File: config.mk
export PLATFORM = sky130hd
export DESIGN_NAME = fsb_fault_latch
export DESIGN_NICKNAME = d
export VERILOG_FILES = /design/src/fsb_pkg.sv /design/src/fsb_fault_latch.sv /design/src/fsb_sticky_flags.sv
export VERILOG_INCLUDE_DIRS = /design/src /design/src/src
export SDC_FILE = /design/constraint.sdc
export NUM_CORES = 1
export LEC_CHECK = 0
export BUFFER_PORTS_ARGS = -buffer_cell sky130_fd_sc_hd__buf_2
export CORE_MARGIN = 2
export CORE_UTILIZATION = 54
export DETAILED_ROUTE_END_ITERATION = 6
export PLACE_DENSITY_LB_ADDON = 0.05
export SLEW_MARGIN = 25
export SYNTH_ARGS = -nofsm -noshare
export SYNTH_HDL_FRONTEND = slang
export SYNTH_SLANG_ARGS = --single-unit
File: constraint.sdc
create_clock -name i_clk -period 2.2 [get_ports i_clk]
set_input_delay 0.55 -clock i_clk [delete_from_list [all_inputs] [get_ports i_clk]]
set_output_delay 0.55 -clock i_clk [all_outputs]
set_load 0.02 [all_outputs]
File: src/fsb_regs.svh
`ifndef FSB_REGS_SVH
`define FSB_REGS_SVH

// register addresses on the serial port
`define FSB_ADDR_OVERCURRENT   6'h06
`define FSB_ADDR_LINK_SUPPLY   6'h07

// implemented bit masks, reserved positions read as zero
`define FSB_MASK_OVERCURRENT   24'h3f7fc0
`define FSB_MASK_LINK_SUPPLY   24'hffffef

// overcurrent_shutdown_flags field positions
`define FSB_POS_SWITCH_HI      16
`define FSB_POS_SWITCH_LO      12
`define FSB_POS_BRIDGE         6

// link_supply_fault_flags field positions
`define FSB_POS_LIN_TX_DOM     22
`define FSB_POS_LIN_STUCK_REC  21
`define FSB_POS_CAN_RX_REC     20
`define FSB_POS_CAN_BUS_REC    19
`define FSB_POS_CAN_TX_DOM     17

// serial frame layout and operation codes
`define FSB_FRAME_BITS         6'd32
`define FSB_HEAD_BITS          6'd8
`define FSB_OP_WRITE           2'h0
`define FSB_OP_READ            2'h1
`define FSB_OP_READ_CLEAR      2'h2
`define FSB_OP_UNDEFINED       2'h3

// timing
`define FSB_CLK_MHZ            100
`define FSB_CS_TIMEOUT_US      10000
`define FSB_CAN_FAIL_COUNT     4

`endif

File: src/fsb_pkg.sv
package fsb_pkg;

    // serial frame engine states, one-hot
    typedef enum logic [2:0] {
        FSB_IDLE  = 3'h1,
        FSB_SHIFT = 3'h2,
        FSB_ABORT = 3'h4
    } fsb_state_t;

    // complete state of the top module
    typedef struct packed {
        fsb_state_t  state;
        logic [1:0]  sck_sync;
        logic [1:0]  cs_sync;
        logic [1:0]  sdi_sync;
        logic        sck_prev;
        logic        cs_prev;
        logic [5:0]  bit_cnt;
        logic [31:0] frame;
        logic [23:0] snap;
        logic [7:0]  glob;
        logic [31:0] cs_timer;
        logic [2:0]  can_rx_miss;
        logic [2:0]  can_bus_miss;
        logic        clk_cnt_err;
        logic        inv_frame;
        logic [23:0] clr_oc;
        logic [23:0] clr_ls;
        logic        sdo;
        logic        sdo_en;
        logic        lin_dis;
        logic        can_dis;
        logic [2:0]  bridge_off;
        logic [2:0]  bridge_rec;
    } fsb_top_t;

endpackage : fsb_pkg

File: src/fsb_fault_latch.sv
// Contract
// - overcurrent at 0x06, link/supply at 0x07
// - flags stay set until read-and-clear
// - switch shutdown sets bits 21-16, 14-12
// - recovery off: flag set, bridge off
// - recovery on: no flag, recovery mode
// - LIN bus dominant timeout sets bit 23
// - LIN transmit dominant: bit 22, transmitter off
// - LIN bus not following: bit 21, off
// - CAN receive missed 4 times: bit 20, off
// - CAN bus missed 4 times: bit 19, off
// - CAN bus dominant: bit 18, transmitter stays
// - CAN transmit dominant: bit 17, transmitter off
// - CAN silence timeout sets bit 16
// - bits 15-12 latch drain-source monitors
// - bad frame ignored, bit 11 set
// - wrong clock count sets bit 10
// - charge pump bit 9, thermal bit 8
// - regulator two short sets bit 7
// - regulator fails set bits 6, 5
// - bits 3-0 supply threshold crossings
`timescale 1ns/1ps
`include "fsb_regs.svh"

module fsb_fault_latch #(
    parameter int unsigned CS_TIMEOUT_CYCLES = `FSB_CS_TIMEOUT_US * `FSB_CLK_MHZ,
    parameter int unsigned CAN_FAIL_COUNT    = `FSB_CAN_FAIL_COUNT
) (
    input  wire logic       i_clk,
    input  wire logic       i_sys_rst,
    // serial register port, asynchronous to i_clk
    input  wire logic       i_sck,
    input  wire logic       i_chip_sel_n,
    input  wire logic       i_sdi,
    output logic            o_sdo,
    output logic            o_sdo_en,
    // output stage detectors
    input  wire logic [8:0] i_switch_overcurrent,
    input  wire logic [5:0] i_bridge_overcurrent,
    input  wire logic       i_bridge_six_recovery_enable,
    input  wire logic       i_bridge_five_recovery_enable,
    input  wire logic       i_bridge_four_recovery_enable,
    output logic      [2:0] o_bridge_off,
    output logic      [2:0] o_bridge_recovery,
    // transceiver detectors
    input  wire logic       i_lin_bus_dominant_timeout,
    input  wire logic       i_lin_tx_dominant_timeout,
    input  wire logic       i_lin_bus_stuck_recessive,
    input  wire logic       i_can_rx_missed,
    input  wire logic       i_can_bus_missed,
    input  wire logic       i_can_tx_followed,
    input  wire logic       i_can_bus_stuck_dominant,
    input  wire logic       i_can_tx_dominant_timeout,
    input  wire logic       i_can_silence_timeout,
    output logic            o_lin_tx_disable,
    output logic            o_can_tx_disable,
    // bridge monitors and supplies
    input  wire logic [3:0] i_ext_drain_monitor,
    input  wire logic       i_charge_pump_low,
    input  wire logic       i_thermal_warning,
    input  wire logic       i_reg_two_short,
    input  wire logic       i_reg_two_fail,
    input  wire logic       i_reg_one_fail,
    input  wire logic [3:0] i_supply_fault
);

    localparam fsb_pkg::fsb_top_t TOP_RST = '{
        state    : fsb_pkg::FSB_IDLE,
        cs_sync  : 2'h3,
        cs_prev  : 1'b1,
        default  : '0
    };

    fsb_pkg::fsb_top_t s;
    fsb_pkg::fsb_top_t next_s;

    logic [23:0] flags_oc;
    logic [23:0] flags_ls;
    logic [23:0] set_oc;
    logic [23:0] set_ls;
    logic [5:0]  bridge_set;
    logic [5:0]  bridge_en;
    logic        rx_fail;
    logic        bus_fail;

    ////////////////////////////////////////////////////////////////////////////
    // the two flag registers
    fsb_sticky_flags #(
        .WIDTH (24),
        .MASK  (`FSB_MASK_OVERCURRENT)
    ) u_overcurrent_shutdown_flags (
        .i_clk     (i_clk),
        .i_sys_rst (i_sys_rst),
        .i_set     (set_oc),
        .i_clear   (s.clr_oc),
        .o_flags   (flags_oc)
    );

    fsb_sticky_flags #(
        .WIDTH (24),
        .MASK  (`FSB_MASK_LINK_SUPPLY)
    ) u_link_supply_fault_flags (
        .i_clk     (i_clk),
        .i_sys_rst (i_sys_rst),
        .i_set     (set_ls),
        .i_clear   (s.clr_ls),
        .o_flags   (flags_ls)
    );

    ////////////////////////////////////////////////////////////////////////////
    // event vectors into the flag registers
    always_comb begin
        // each half bridge enable covers its high and low side
        bridge_en  = {{2{i_bridge_six_recovery_enable}},
                      {2{i_bridge_five_recovery_enable}},
                      {2{i_bridge_four_recovery_enable}}};
        bridge_set = i_bridge_overcurrent & ~bridge_en;
        rx_fail    = i_can_rx_missed
                     & (s.can_rx_miss == 3'(CAN_FAIL_COUNT - 1));
        bus_fail   = i_can_bus_missed
                     & (s.can_bus_miss == 3'(CAN_FAIL_COUNT - 1));
        set_oc     = {2'h0,
                      i_switch_overcurrent[8:3],
                      1'b0,
                      i_switch_overcurrent[2:0],
                      bridge_set,
                      6'h00};
        set_ls     = {i_lin_bus_dominant_timeout,
                      i_lin_tx_dominant_timeout,
                      i_lin_bus_stuck_recessive,
                      rx_fail,
                      bus_fail,
                      i_can_bus_stuck_dominant,
                      i_can_tx_dominant_timeout,
                      i_can_silence_timeout,
                      i_ext_drain_monitor,
                      s.inv_frame,
                      s.clk_cnt_err,
                      i_charge_pump_low,
                      i_thermal_warning,
                      i_reg_two_short,
                      i_reg_two_fail,
                      i_reg_one_fail,
                      1'b0,
                      i_supply_fault};
    end

    ////////////////////////////////////////////////////////////////////////////
    // serial frame engine and protection outputs
    always_comb begin
        logic       sck_rise;
        logic       sck_fall;
        logic       cs_fall;
        logic       cs_rise;
        logic [7:0] head;
        logic [5:0] tx_idx;
        logic [1:0] op;
        logic [5:0] addr;
        logic       bad;
        sck_rise = 1'b0;
        sck_fall = 1'b0;
        cs_fall  = 1'b0;
        cs_rise  = 1'b0;
        head     = 8'h00;
        tx_idx   = 6'h00;
        op       = 2'h0;
        addr     = 6'h00;
        bad      = 1'b0;
        next_s   = s;

        // two flops on every serial port pin before any logic looks at it
        next_s.sck_sync = {s.sck_sync[0], i_sck};
        next_s.cs_sync  = {s.cs_sync[0], i_chip_sel_n};
        next_s.sdi_sync = {s.sdi_sync[0], i_sdi};
        next_s.sck_prev = s.sck_sync[1];
        next_s.cs_prev  = s.cs_sync[1];
        sck_rise = s.sck_sync[1] & ~s.sck_prev;
        sck_fall = ~s.sck_sync[1] & s.sck_prev;
        cs_fall  = ~s.cs_sync[1] & s.cs_prev;
        cs_rise  = s.cs_sync[1] & ~s.cs_prev;

        // one-cycle pulses default low
        next_s.clk_cnt_err = 1'b0;
        next_s.inv_frame   = 1'b0;
        next_s.clr_oc      = 24'h000000;
        next_s.clr_ls      = 24'h000000;

        case (s.state)
            fsb_pkg::FSB_IDLE: begin
                if (cs_fall) begin
                    next_s.state    = fsb_pkg::FSB_SHIFT;
                    next_s.bit_cnt  = 6'h00;
                    next_s.frame    = 32'h00000000;
                    next_s.snap     = 24'h000000;
                    next_s.cs_timer = 32'h00000000;
                    next_s.glob     = {|flags_oc, |flags_ls, 6'h00};
                    next_s.sdo      = |flags_oc;
                    next_s.sdo_en   = 1'b1;
                end
            end
            fsb_pkg::FSB_SHIFT: begin
                next_s.cs_timer = s.cs_timer + 32'h00000001;
                if (sck_rise) begin
                    // saturate so an overlong frame never wraps back to a legal count
                    if (s.bit_cnt != 6'h3f) begin
                        next_s.bit_cnt = s.bit_cnt + 6'h01;
                    end
                    next_s.frame = {s.frame[30:0], s.sdi_sync[1]};
                    if (s.bit_cnt == `FSB_HEAD_BITS - 6'h01) begin
                        head = {s.frame[6:0], s.sdi_sync[1]};
                        if (head[5:0] == `FSB_ADDR_OVERCURRENT) begin
                            next_s.snap = flags_oc;
                        end else if (head[5:0] == `FSB_ADDR_LINK_SUPPLY) begin
                            next_s.snap = flags_ls;
                        end else begin
                            next_s.snap = 24'h000000;
                        end
                    end
                end
                // data out changes on the falling clock, head byte first
                if (sck_fall) begin
                    if (s.bit_cnt < `FSB_HEAD_BITS) begin
                        tx_idx     = 6'h07 - s.bit_cnt;
                        next_s.sdo = s.glob[tx_idx[2:0]];
                    end else if (s.bit_cnt < `FSB_FRAME_BITS) begin
                        tx_idx     = 6'h1f - s.bit_cnt;
                        next_s.sdo = s.snap[tx_idx[4:0]];
                    end else begin
                        next_s.sdo = 1'b0;
                    end
                end
                if (cs_rise) begin
                    next_s.state  = fsb_pkg::FSB_IDLE;
                    next_s.sdo    = 1'b0;
                    next_s.sdo_en = 1'b0;
                    op            = s.frame[31:30];
                    addr          = s.frame[29:24];
                    bad = (~^s.frame)                                    // odd parity expected
                          | (&s.frame) | (~|s.frame)                     // data input stuck
                          | (op == `FSB_OP_WRITE)                        // status is read only
                          | (op == `FSB_OP_UNDEFINED)
                          | ((addr != `FSB_ADDR_OVERCURRENT) && (addr != `FSB_ADDR_LINK_SUPPLY));
                    if (s.bit_cnt != `FSB_FRAME_BITS) begin
                        next_s.clk_cnt_err = 1'b1;
                    end else if (bad) begin
                        next_s.inv_frame = 1'b1;
                    end else if (op == `FSB_OP_READ_CLEAR) begin
                        // clear only what was shown, later events survive
                        if (addr == `FSB_ADDR_OVERCURRENT) begin
                            next_s.clr_oc = s.snap;
                        end else begin
                            next_s.clr_ls = s.snap;
                        end
                    end
                end else if (s.cs_timer == 32'(CS_TIMEOUT_CYCLES - 1)) begin
                    next_s.inv_frame = 1'b1;
                    next_s.state     = fsb_pkg::FSB_ABORT;
                    next_s.sdo       = 1'b0;
                    next_s.sdo_en    = 1'b0;
                end
            end
            fsb_pkg::FSB_ABORT: begin
                // timed-out frame is dropped whole, wait for deselect
                if (cs_rise) begin
                    next_s.state = fsb_pkg::FSB_IDLE;
                end
            end
            default: begin
                next_s.state  = fsb_pkg::FSB_IDLE;
                next_s.sdo    = 1'b0;
                next_s.sdo_en = 1'b0;
            end
        endcase

        // consecutive miss counters, a good echo restarts them
        if (i_can_tx_followed | rx_fail) begin
            next_s.can_rx_miss = 3'h0;
        end else if (i_can_rx_missed) begin
            next_s.can_rx_miss = s.can_rx_miss + 3'h1;
        end
        if (i_can_tx_followed | bus_fail) begin
            next_s.can_bus_miss = 3'h0;
        end else if (i_can_bus_missed) begin
            next_s.can_bus_miss = s.can_bus_miss + 3'h1;
        end

        // transmitters stay off while a disabling flag stands
        next_s.lin_dis = flags_ls[`FSB_POS_LIN_TX_DOM] | flags_ls[`FSB_POS_LIN_STUCK_REC]
                         | set_ls[`FSB_POS_LIN_TX_DOM] | set_ls[`FSB_POS_LIN_STUCK_REC];
        next_s.can_dis = flags_ls[`FSB_POS_CAN_RX_REC] | flags_ls[`FSB_POS_CAN_BUS_REC]
                         | flags_ls[`FSB_POS_CAN_TX_DOM]
                         | set_ls[`FSB_POS_CAN_RX_REC] | set_ls[`FSB_POS_CAN_BUS_REC]
                         | set_ls[`FSB_POS_CAN_TX_DOM];

        // bridge held off until its flag pair is cleared
        next_s.bridge_off = {|(flags_oc[11:10] | set_oc[11:10]),
                             |(flags_oc[9:8] | set_oc[9:8]),
                             |(flags_oc[7:6] | set_oc[7:6])};
        next_s.bridge_rec = {|(i_bridge_overcurrent[5:4] & bridge_en[5:4]),
                             |(i_bridge_overcurrent[3:2] & bridge_en[3:2]),
                             |(i_bridge_overcurrent[1:0] & bridge_en[1:0])};
    end

    always_ff @(posedge i_clk) begin
        if (i_sys_rst) begin
            s <= TOP_RST;
        end else begin
            s <= next_s;
        end
    end

    ////////////////////////////////////////////////////////////////////////////
    // outputs straight from state flops
    assign o_sdo             = s.sdo;
    assign o_sdo_en          = s.sdo_en;
    assign o_lin_tx_disable  = s.lin_dis;
    assign o_can_tx_disable  = s.can_dis;
    assign o_bridge_off      = s.bridge_off;
    assign o_bridge_recovery = s.bridge_rec;

endmodule : fsb_fault_latch

File: src/fsb_sticky_flags.sv
`timescale 1ns/1ps

module fsb_sticky_flags #(
    parameter int          WIDTH = 24,
    parameter logic [23:0] MASK  = 24'hffffff
) (
    input  wire logic             i_clk,
    input  wire logic             i_sys_rst,
    input  wire logic [WIDTH-1:0] i_set,
    input  wire logic [WIDTH-1:0] i_clear,
    output logic      [WIDTH-1:0] o_flags
);

    typedef struct packed {
        logic [WIDTH-1:0] flags;
    } fsb_sticky_t;

    fsb_sticky_t s;
    fsb_sticky_t next_s;

    ////////////////////////////////////////////////////////////////////////////
    // a set in the clearing cycle wins, so no event is lost
    always_comb begin
        next_s       = s;
        next_s.flags = ((s.flags & ~i_clear) | i_set) & MASK[WIDTH-1:0];
    end

    always_ff @(posedge i_clk) begin
        if (i_sys_rst) begin
            s <= '0;
        end else begin
            s <= next_s;
        end
    end

    assign o_flags = s.flags;

endmodule : fsb_sticky_flags
==> Word level (Yosys, flattened, before mapping) <==
Cells that the tools add are included.
{ "totals": {"register_bits": 210, "output_inout_bits": 10} }
{ "classes": {"addsub": 6, "n_eq_ne": 23, "n_reduce_logical": 29, "n_lt_le_gt_ge": 4, "bitwise_logic": 44, "mux": 33} }
{ "ops": {"columns": ["cell", "count"], "rows": [
  ["$pmux 62 s2", 1],
  ["$mux 24", 5],
  ["$mux 102", 1],
  ["$mux 48", 2],
  ["$pmux 32 s2", 1],
  ["$mux 62", 1],
  ["$mux 49", 1],
  ["$reduce_or 24->1", 2],
  ["$add 32x1->32 const B", 1],
  ["$eq 32x20->1 const B", 1],
  ["$reduce_and 32->1", 1],
  ["$reduce_or 32->1", 1],
  ["$reduce_xnor 32->1", 1],
  ["$and 24x24->24", 1],
  ["$eq 6x3->1 const B", 4],
  ["$not 24->24", 1],
  ["$or 24x24->24", 1],
  ["$and 22x22->22", 1],
  ["$not 22->22", 1],
  ["$or 22x22->22", 1],
  ["$reduce_or 2->1", 9],
  ["$or 1x1->1", 15],
  ["$reduce_or 7->1", 2],
  ["$mux 3", 4],
  ["other kinds (38)", 80]
]} }

==> Logic depth before layout (Yosys ltp) <==
{ "depth": {"ltp_word": 9, "mapped_depth": 9, "mapped_depth_nobuf": 8} }

==> Cells and area by module <==
A second synthesis with hierarchy kept.
{ "hier_totals": {"cells_unflattened": 1033, "area_unflattened_um2": 9247.6} }
{ "modules_own_cells": {"columns": ["module", "area_each_um2", "cells_per_inst", "seq_area_each_um2", "instances"], "rows": [
  ["fsb_fault_latch", 7800.0, 866, 3463.3, 1],
  ["fsb_sticky_flags (u_link_supply_fault_flags)", 839.6, 96, 460.4, 1],
  ["fsb_sticky_flags (u_overcurrent_shutdown_flags)", 608.1, 71, 300.3, 1]
]} }

==> Worst setup path after synthesis <==
OpenSTA, ideal clock, no wires.
{ "synth_path": {"path_kind": "register -> register", "start": "register s[160] (netlist bit)", "end": "register s[12] (netlist bit)", "path_slack_ns": 0.165, "path_stages_with_launch": 10, "n_path_buf": 1, "synth_period_minus_slack_ns": 2.035, "required_time_ns": 2.085, "t_arrival_ns": 1.920, "setup_ns": 0.115, "path_cell_list": "dfxtp_1 > inv_1 > ha_1 > xnor2_1 > xnor2_1 > xnor2_1 > xnor2_1 > nor4b_4 > buf_6 > and2_1"} }
{ "synth_between": {"elab_chain_len": 7} }
{ "synth_rtl": {"columns": ["item", "line", "text"], "rows": [
  ["start: declaration", "fsb_fault_latch.sv:74", "fsb_pkg::fsb_top_t s;"],
  ["start signal: assignment", "fsb_fault_latch.sv:308", "s <= next_s;"],
  ["$reduce_xnor 32->1, or another cell as far along", "fsb_fault_latch.sv:238", "bad = (~^s.frame)"],
  ["$or 1x1->1 / $logic_not 1->1 (equally long branches)", "fsb_fault_latch.sv:239", "| (&s.frame) | (~|s.frame)"],
  ["$or 1x1->1", "fsb_fault_latch.sv:239", null],
  ["$or 1x1->1 (3 in a row)", "fsb_fault_latch.sv:238", null],
  ["$reduce_or 7->1 (no line) *", null, null]
]} }
Mark *: on every way between the ends. The rest lies on a longest branch, timed or not.
A chain may end at the register's enable or synchronous reset.

==> Worst setup path after layout <==
{ "layout_path": {"start": "register s[152] (netlist bit)", "end": "register s[30] (netlist bit)"} }
{ "layout_between": {"elab_chain_len": 7} }
{ "layout_rtl": {"columns": ["item", "line"], "rows": [
  ["$reduce_xnor 32->1, or another cell as far along", "fsb_fault_latch.sv:238"],
  ["$or 1x1->1 / $logic_not 1->1 (equally long branches)", "fsb_fault_latch.sv:239"],
  ["$or 1x1->1 *", "fsb_fault_latch.sv:239"],
  ["$or 1x1->1 * (3 in a row)", "fsb_fault_latch.sv:238"],
  ["$reduce_or 7->1 (no line) *", null]
]} }
Marks and branches as above.

==> reports/metrics.csv <==
metric;value;unit
delay of the slowest critical-path stage;0.34;ns
Post-synth EDFFs;0;
WHS;0.298;ns
H-tree depth;4;
ratio of cells with drive above 1 in the final layout;0.220;
buffers added on ports;54;
vias in the first global route;6122;
largest buffer count on any clock path;2;
post-synth top area cell;dfxtp_1;
worst path buffer plus inverter count;3;
Comb pwr share;0.045;
Final Max Tran Viols;0;
root buffer cell;clkbuf_16;
Final setup violation count;0;
Die H;129;um
Synth top area share;0.476;
core area;15200;sq um
CTS tree;done;
placed cell area;9060;sq um
PD cells;699;nW/um^2
grt total ovfl;0;
Worst setup EP type;register;
Sw Share;0.227;
Detail Placement HPWL;12.0;mm
first-pass GRT wire length;29.5;mm
clock skew;0.00729;ns
Final nets;1103;
#FFs+latches synth;200;
Worst-Skew Late Latency;0.43;ns
Non-Filler Instances;1231;
Vias;6713;
sequential share of power;0.530;
Synth Net Count;1032;
delay-heaviest family, CP;XOR/XNOR gates;
critical path startpoint category;register;
Ant. Diodes;0;
total wire length;18.7;mm
DR WL/cell;15.2;um
Area growth, synth to finish;20.5;%
routed vias/inst;5.45;
leakage power;3.67;nW
Reg clk slew, reported paths;0.07;ns
r2r startpoint;s[152];
worst rel slew slack;0.542;
Worst-Margin Slew;0.686;ns
f_max;0.466;GHz
Cells after Synth;960;
CP dominant cell by count;xnor2_2;
clk sinks;200;
initial antenna violation count;0;
Top FF cell, synth;dfxtp_1;
I/O pin count;55;
placed cells;1191;
Syn Std Cell Area;8400;sq um
Crit-path slowest cell;dfxtp_2;
Die X-Extent;129;um
Worst Setup SP;s[152];
GP Congestion;0.811;
fin area;10100;sq um
largest net degree at the start of global routing;65;
r2r worst-path depth;10;
# DRC;0;
critical-path cell list;inv_1, ha_4, xnor2_2, xnor2_2, xnor2_2, xnor2_2, nor4b_4, buf_6, clkbuf_16, and2_1;
Reg2Reg Setup Slack;0.05;ns
final design utilization;0.666;
worst-path maximum fanout;11;
run status;finished, final reports clean;
post-synthesis sequential area ratio;0.476;
Mapped Avg Cell Area;8.75;sq um
maximum VDD drop;0.000572;V
reg-to-reg endpoint;s[30];
Max-cap violations;0;
Starting Density;0.553;
Clock Power Share;0.425;
crit share post-route;0.975;
FP Rows;45;
post-route ant nets;0;
Worst path depth;10;
crit path time final;2.15;ns
Critical Path End;s[30];
Pint;0.00547;W
switching power;0.00160;W
cts bufs inserted;17;
crit path kind;reg -> reg;
YS warnings;0;
WP data required;2.58;ns
Cell variety after synth;56;
Pre-antenna DRT Iters;5;
total die area;16600;sq um
initial drt markers;450;
endpoints failing hold;0;
Total GRT Usage;0.224;
leading post-synthesis cells by cell area;dfxtp_1 48%, a21oi_1 6.4%, nor2_1 4.1%, ha_1 4.0%, nand2_1 3.8%;
Critical Path AT;2.52;ns
ys async rst share;0;
Hold WC Path Type;in -> reg;
power by group through the flow:
stage	clock, W	combinational (W)	sequential, W
floorplan	0	0.000199	0.00382
global placement	0	0.000318	0.00383
detailed placement	0	0.000320	0.00383
CTS	0.00307	0.000323	0.00375
global route	0.00322	0.000357	0.00375
finish	0.00301	0.000320	0.00375
cells in the mapped netlist, drive strengths merged (9+ instances only):
master,instances
dfxtp,200
a21oi,108
nor2,92
nand2,85
inv,67
nand3,53
and2,38
clkbuf,37
ha,27
a22oi,23
nand2b,20
buf,18
xnor2,18
nor4,17
nor3,16
nor2b,15
o21ai,12
and3,9
nor3b,9
layer usage:
layer  global-route usage  vias up  wire length (um)
li1                     -     3392                 -
met1                0.281     3177              8460
met2                0.387      115              9290
met3               0.0478       29               620
met4               0.0678        0               335
met5                    0        -                 0
kinds of logic after synthesis:
family / after synthesis / share of synthesized area
AO/OA/AOI/OAI: 176 / 0.123
XOR/XNOR: 21 / 0.0219
adder cells (fa/ha/maj): 27 / 0.0402
buffers and inverters: 122 / 0.0604
flip-flops: 200 / 0.476
multiplexers: 21 / 0.0336
AND/OR/NAND/NOR: 393 / 0.245
cells in the final DEF, fill, tap and decap left out, drive strengths merged, types with 6 or more instances in the layout:
master / instances
or3: 8
nand2b: 20
nand2: 85
dfxtp: 200
and3: 9
mux2: 8
or2: 6
nor4: 17
o31ai: 7
nor2b: 15
ha: 27
o21ai: 12
a21oi: 108
nor3b: 9
nand4: 7
clkbuf: 25
o211ai: 6
buf: 105
nand3: 53
nor3: 16
a22oi: 23
xnor2: 18
inv: 69
nor2: 92
mux2i: 8
and2: 38
worst reg2reg max path, stage by stage (launching register included):
cell       delay, ns
dfxtp_2         0.34
inv_1           0.07
ha_4            0.24
xnor2_2         0.14
xnor2_2         0.24
xnor2_2         0.12
xnor2_2         0.19
nor4b_4         0.31
buf_6           0.17
clkbuf_16       0.16
and2_1          0.12
area by class of cell:
| class | instances | area (sq um) |
|---|---|---|
| timing repair buffer | 107 | 772 |
| inverter | 67 | 251 |
| tap | 188 | 235 |
| multi-input combinational | 638 | 4270 |
| sequential | 200 | 4030 |
| fill | 1271 | 5080 |
| clock buffer | 23 | 478 |
| clock inverter | 8 | 88.8 |
flip-flops by register name, indices dropped and copies added, names as in the netlist, 3 cells and up:
signal	count
u_link_supply_fault_flags.o_flags	23
u_overcurrent_shutdown_flags.o_flags	15
o_bridge_recovery	3
s	147
next_s	5
o_bridge_off	3
timing repair:
action | in CTS | in global routing
cloned | 0 | 2
resized for setup | 1 | 66
pin swaps | 0 | 18
hold buffers | 0 | 0
setup endpoints to repair | 38 | 47
setup buffers | 0 | 7
metrics by stage:
step	total power, W	worst slack, ns	TNS [ns]
after floorplan	0.00402	0.165	0
after global placement	0.00415	-0.0638	-1.87
after detailed placement	0.00415	-0.0592	-1.31
after CTS	0.00714	0.0404	0
after global routing	0.00733	-0.0357	-0.681
final	0.00708	0.0548	0
worst min path at each step:
stage,start,to,depth (start not counted)
after detailed placement,next_s[173],next_s[168],1
after floorplan,next_s[173],next_s[168],1
after global routing,i_chip_sel_n,next_s[173],2
final,i_chip_sel_n,next_s[173],2
after global placement,next_s[173],next_s[168],1
after CTS,i_chip_sel_n,next_s[173],2
Note: power is estimated with default switching activity, not from simulation.
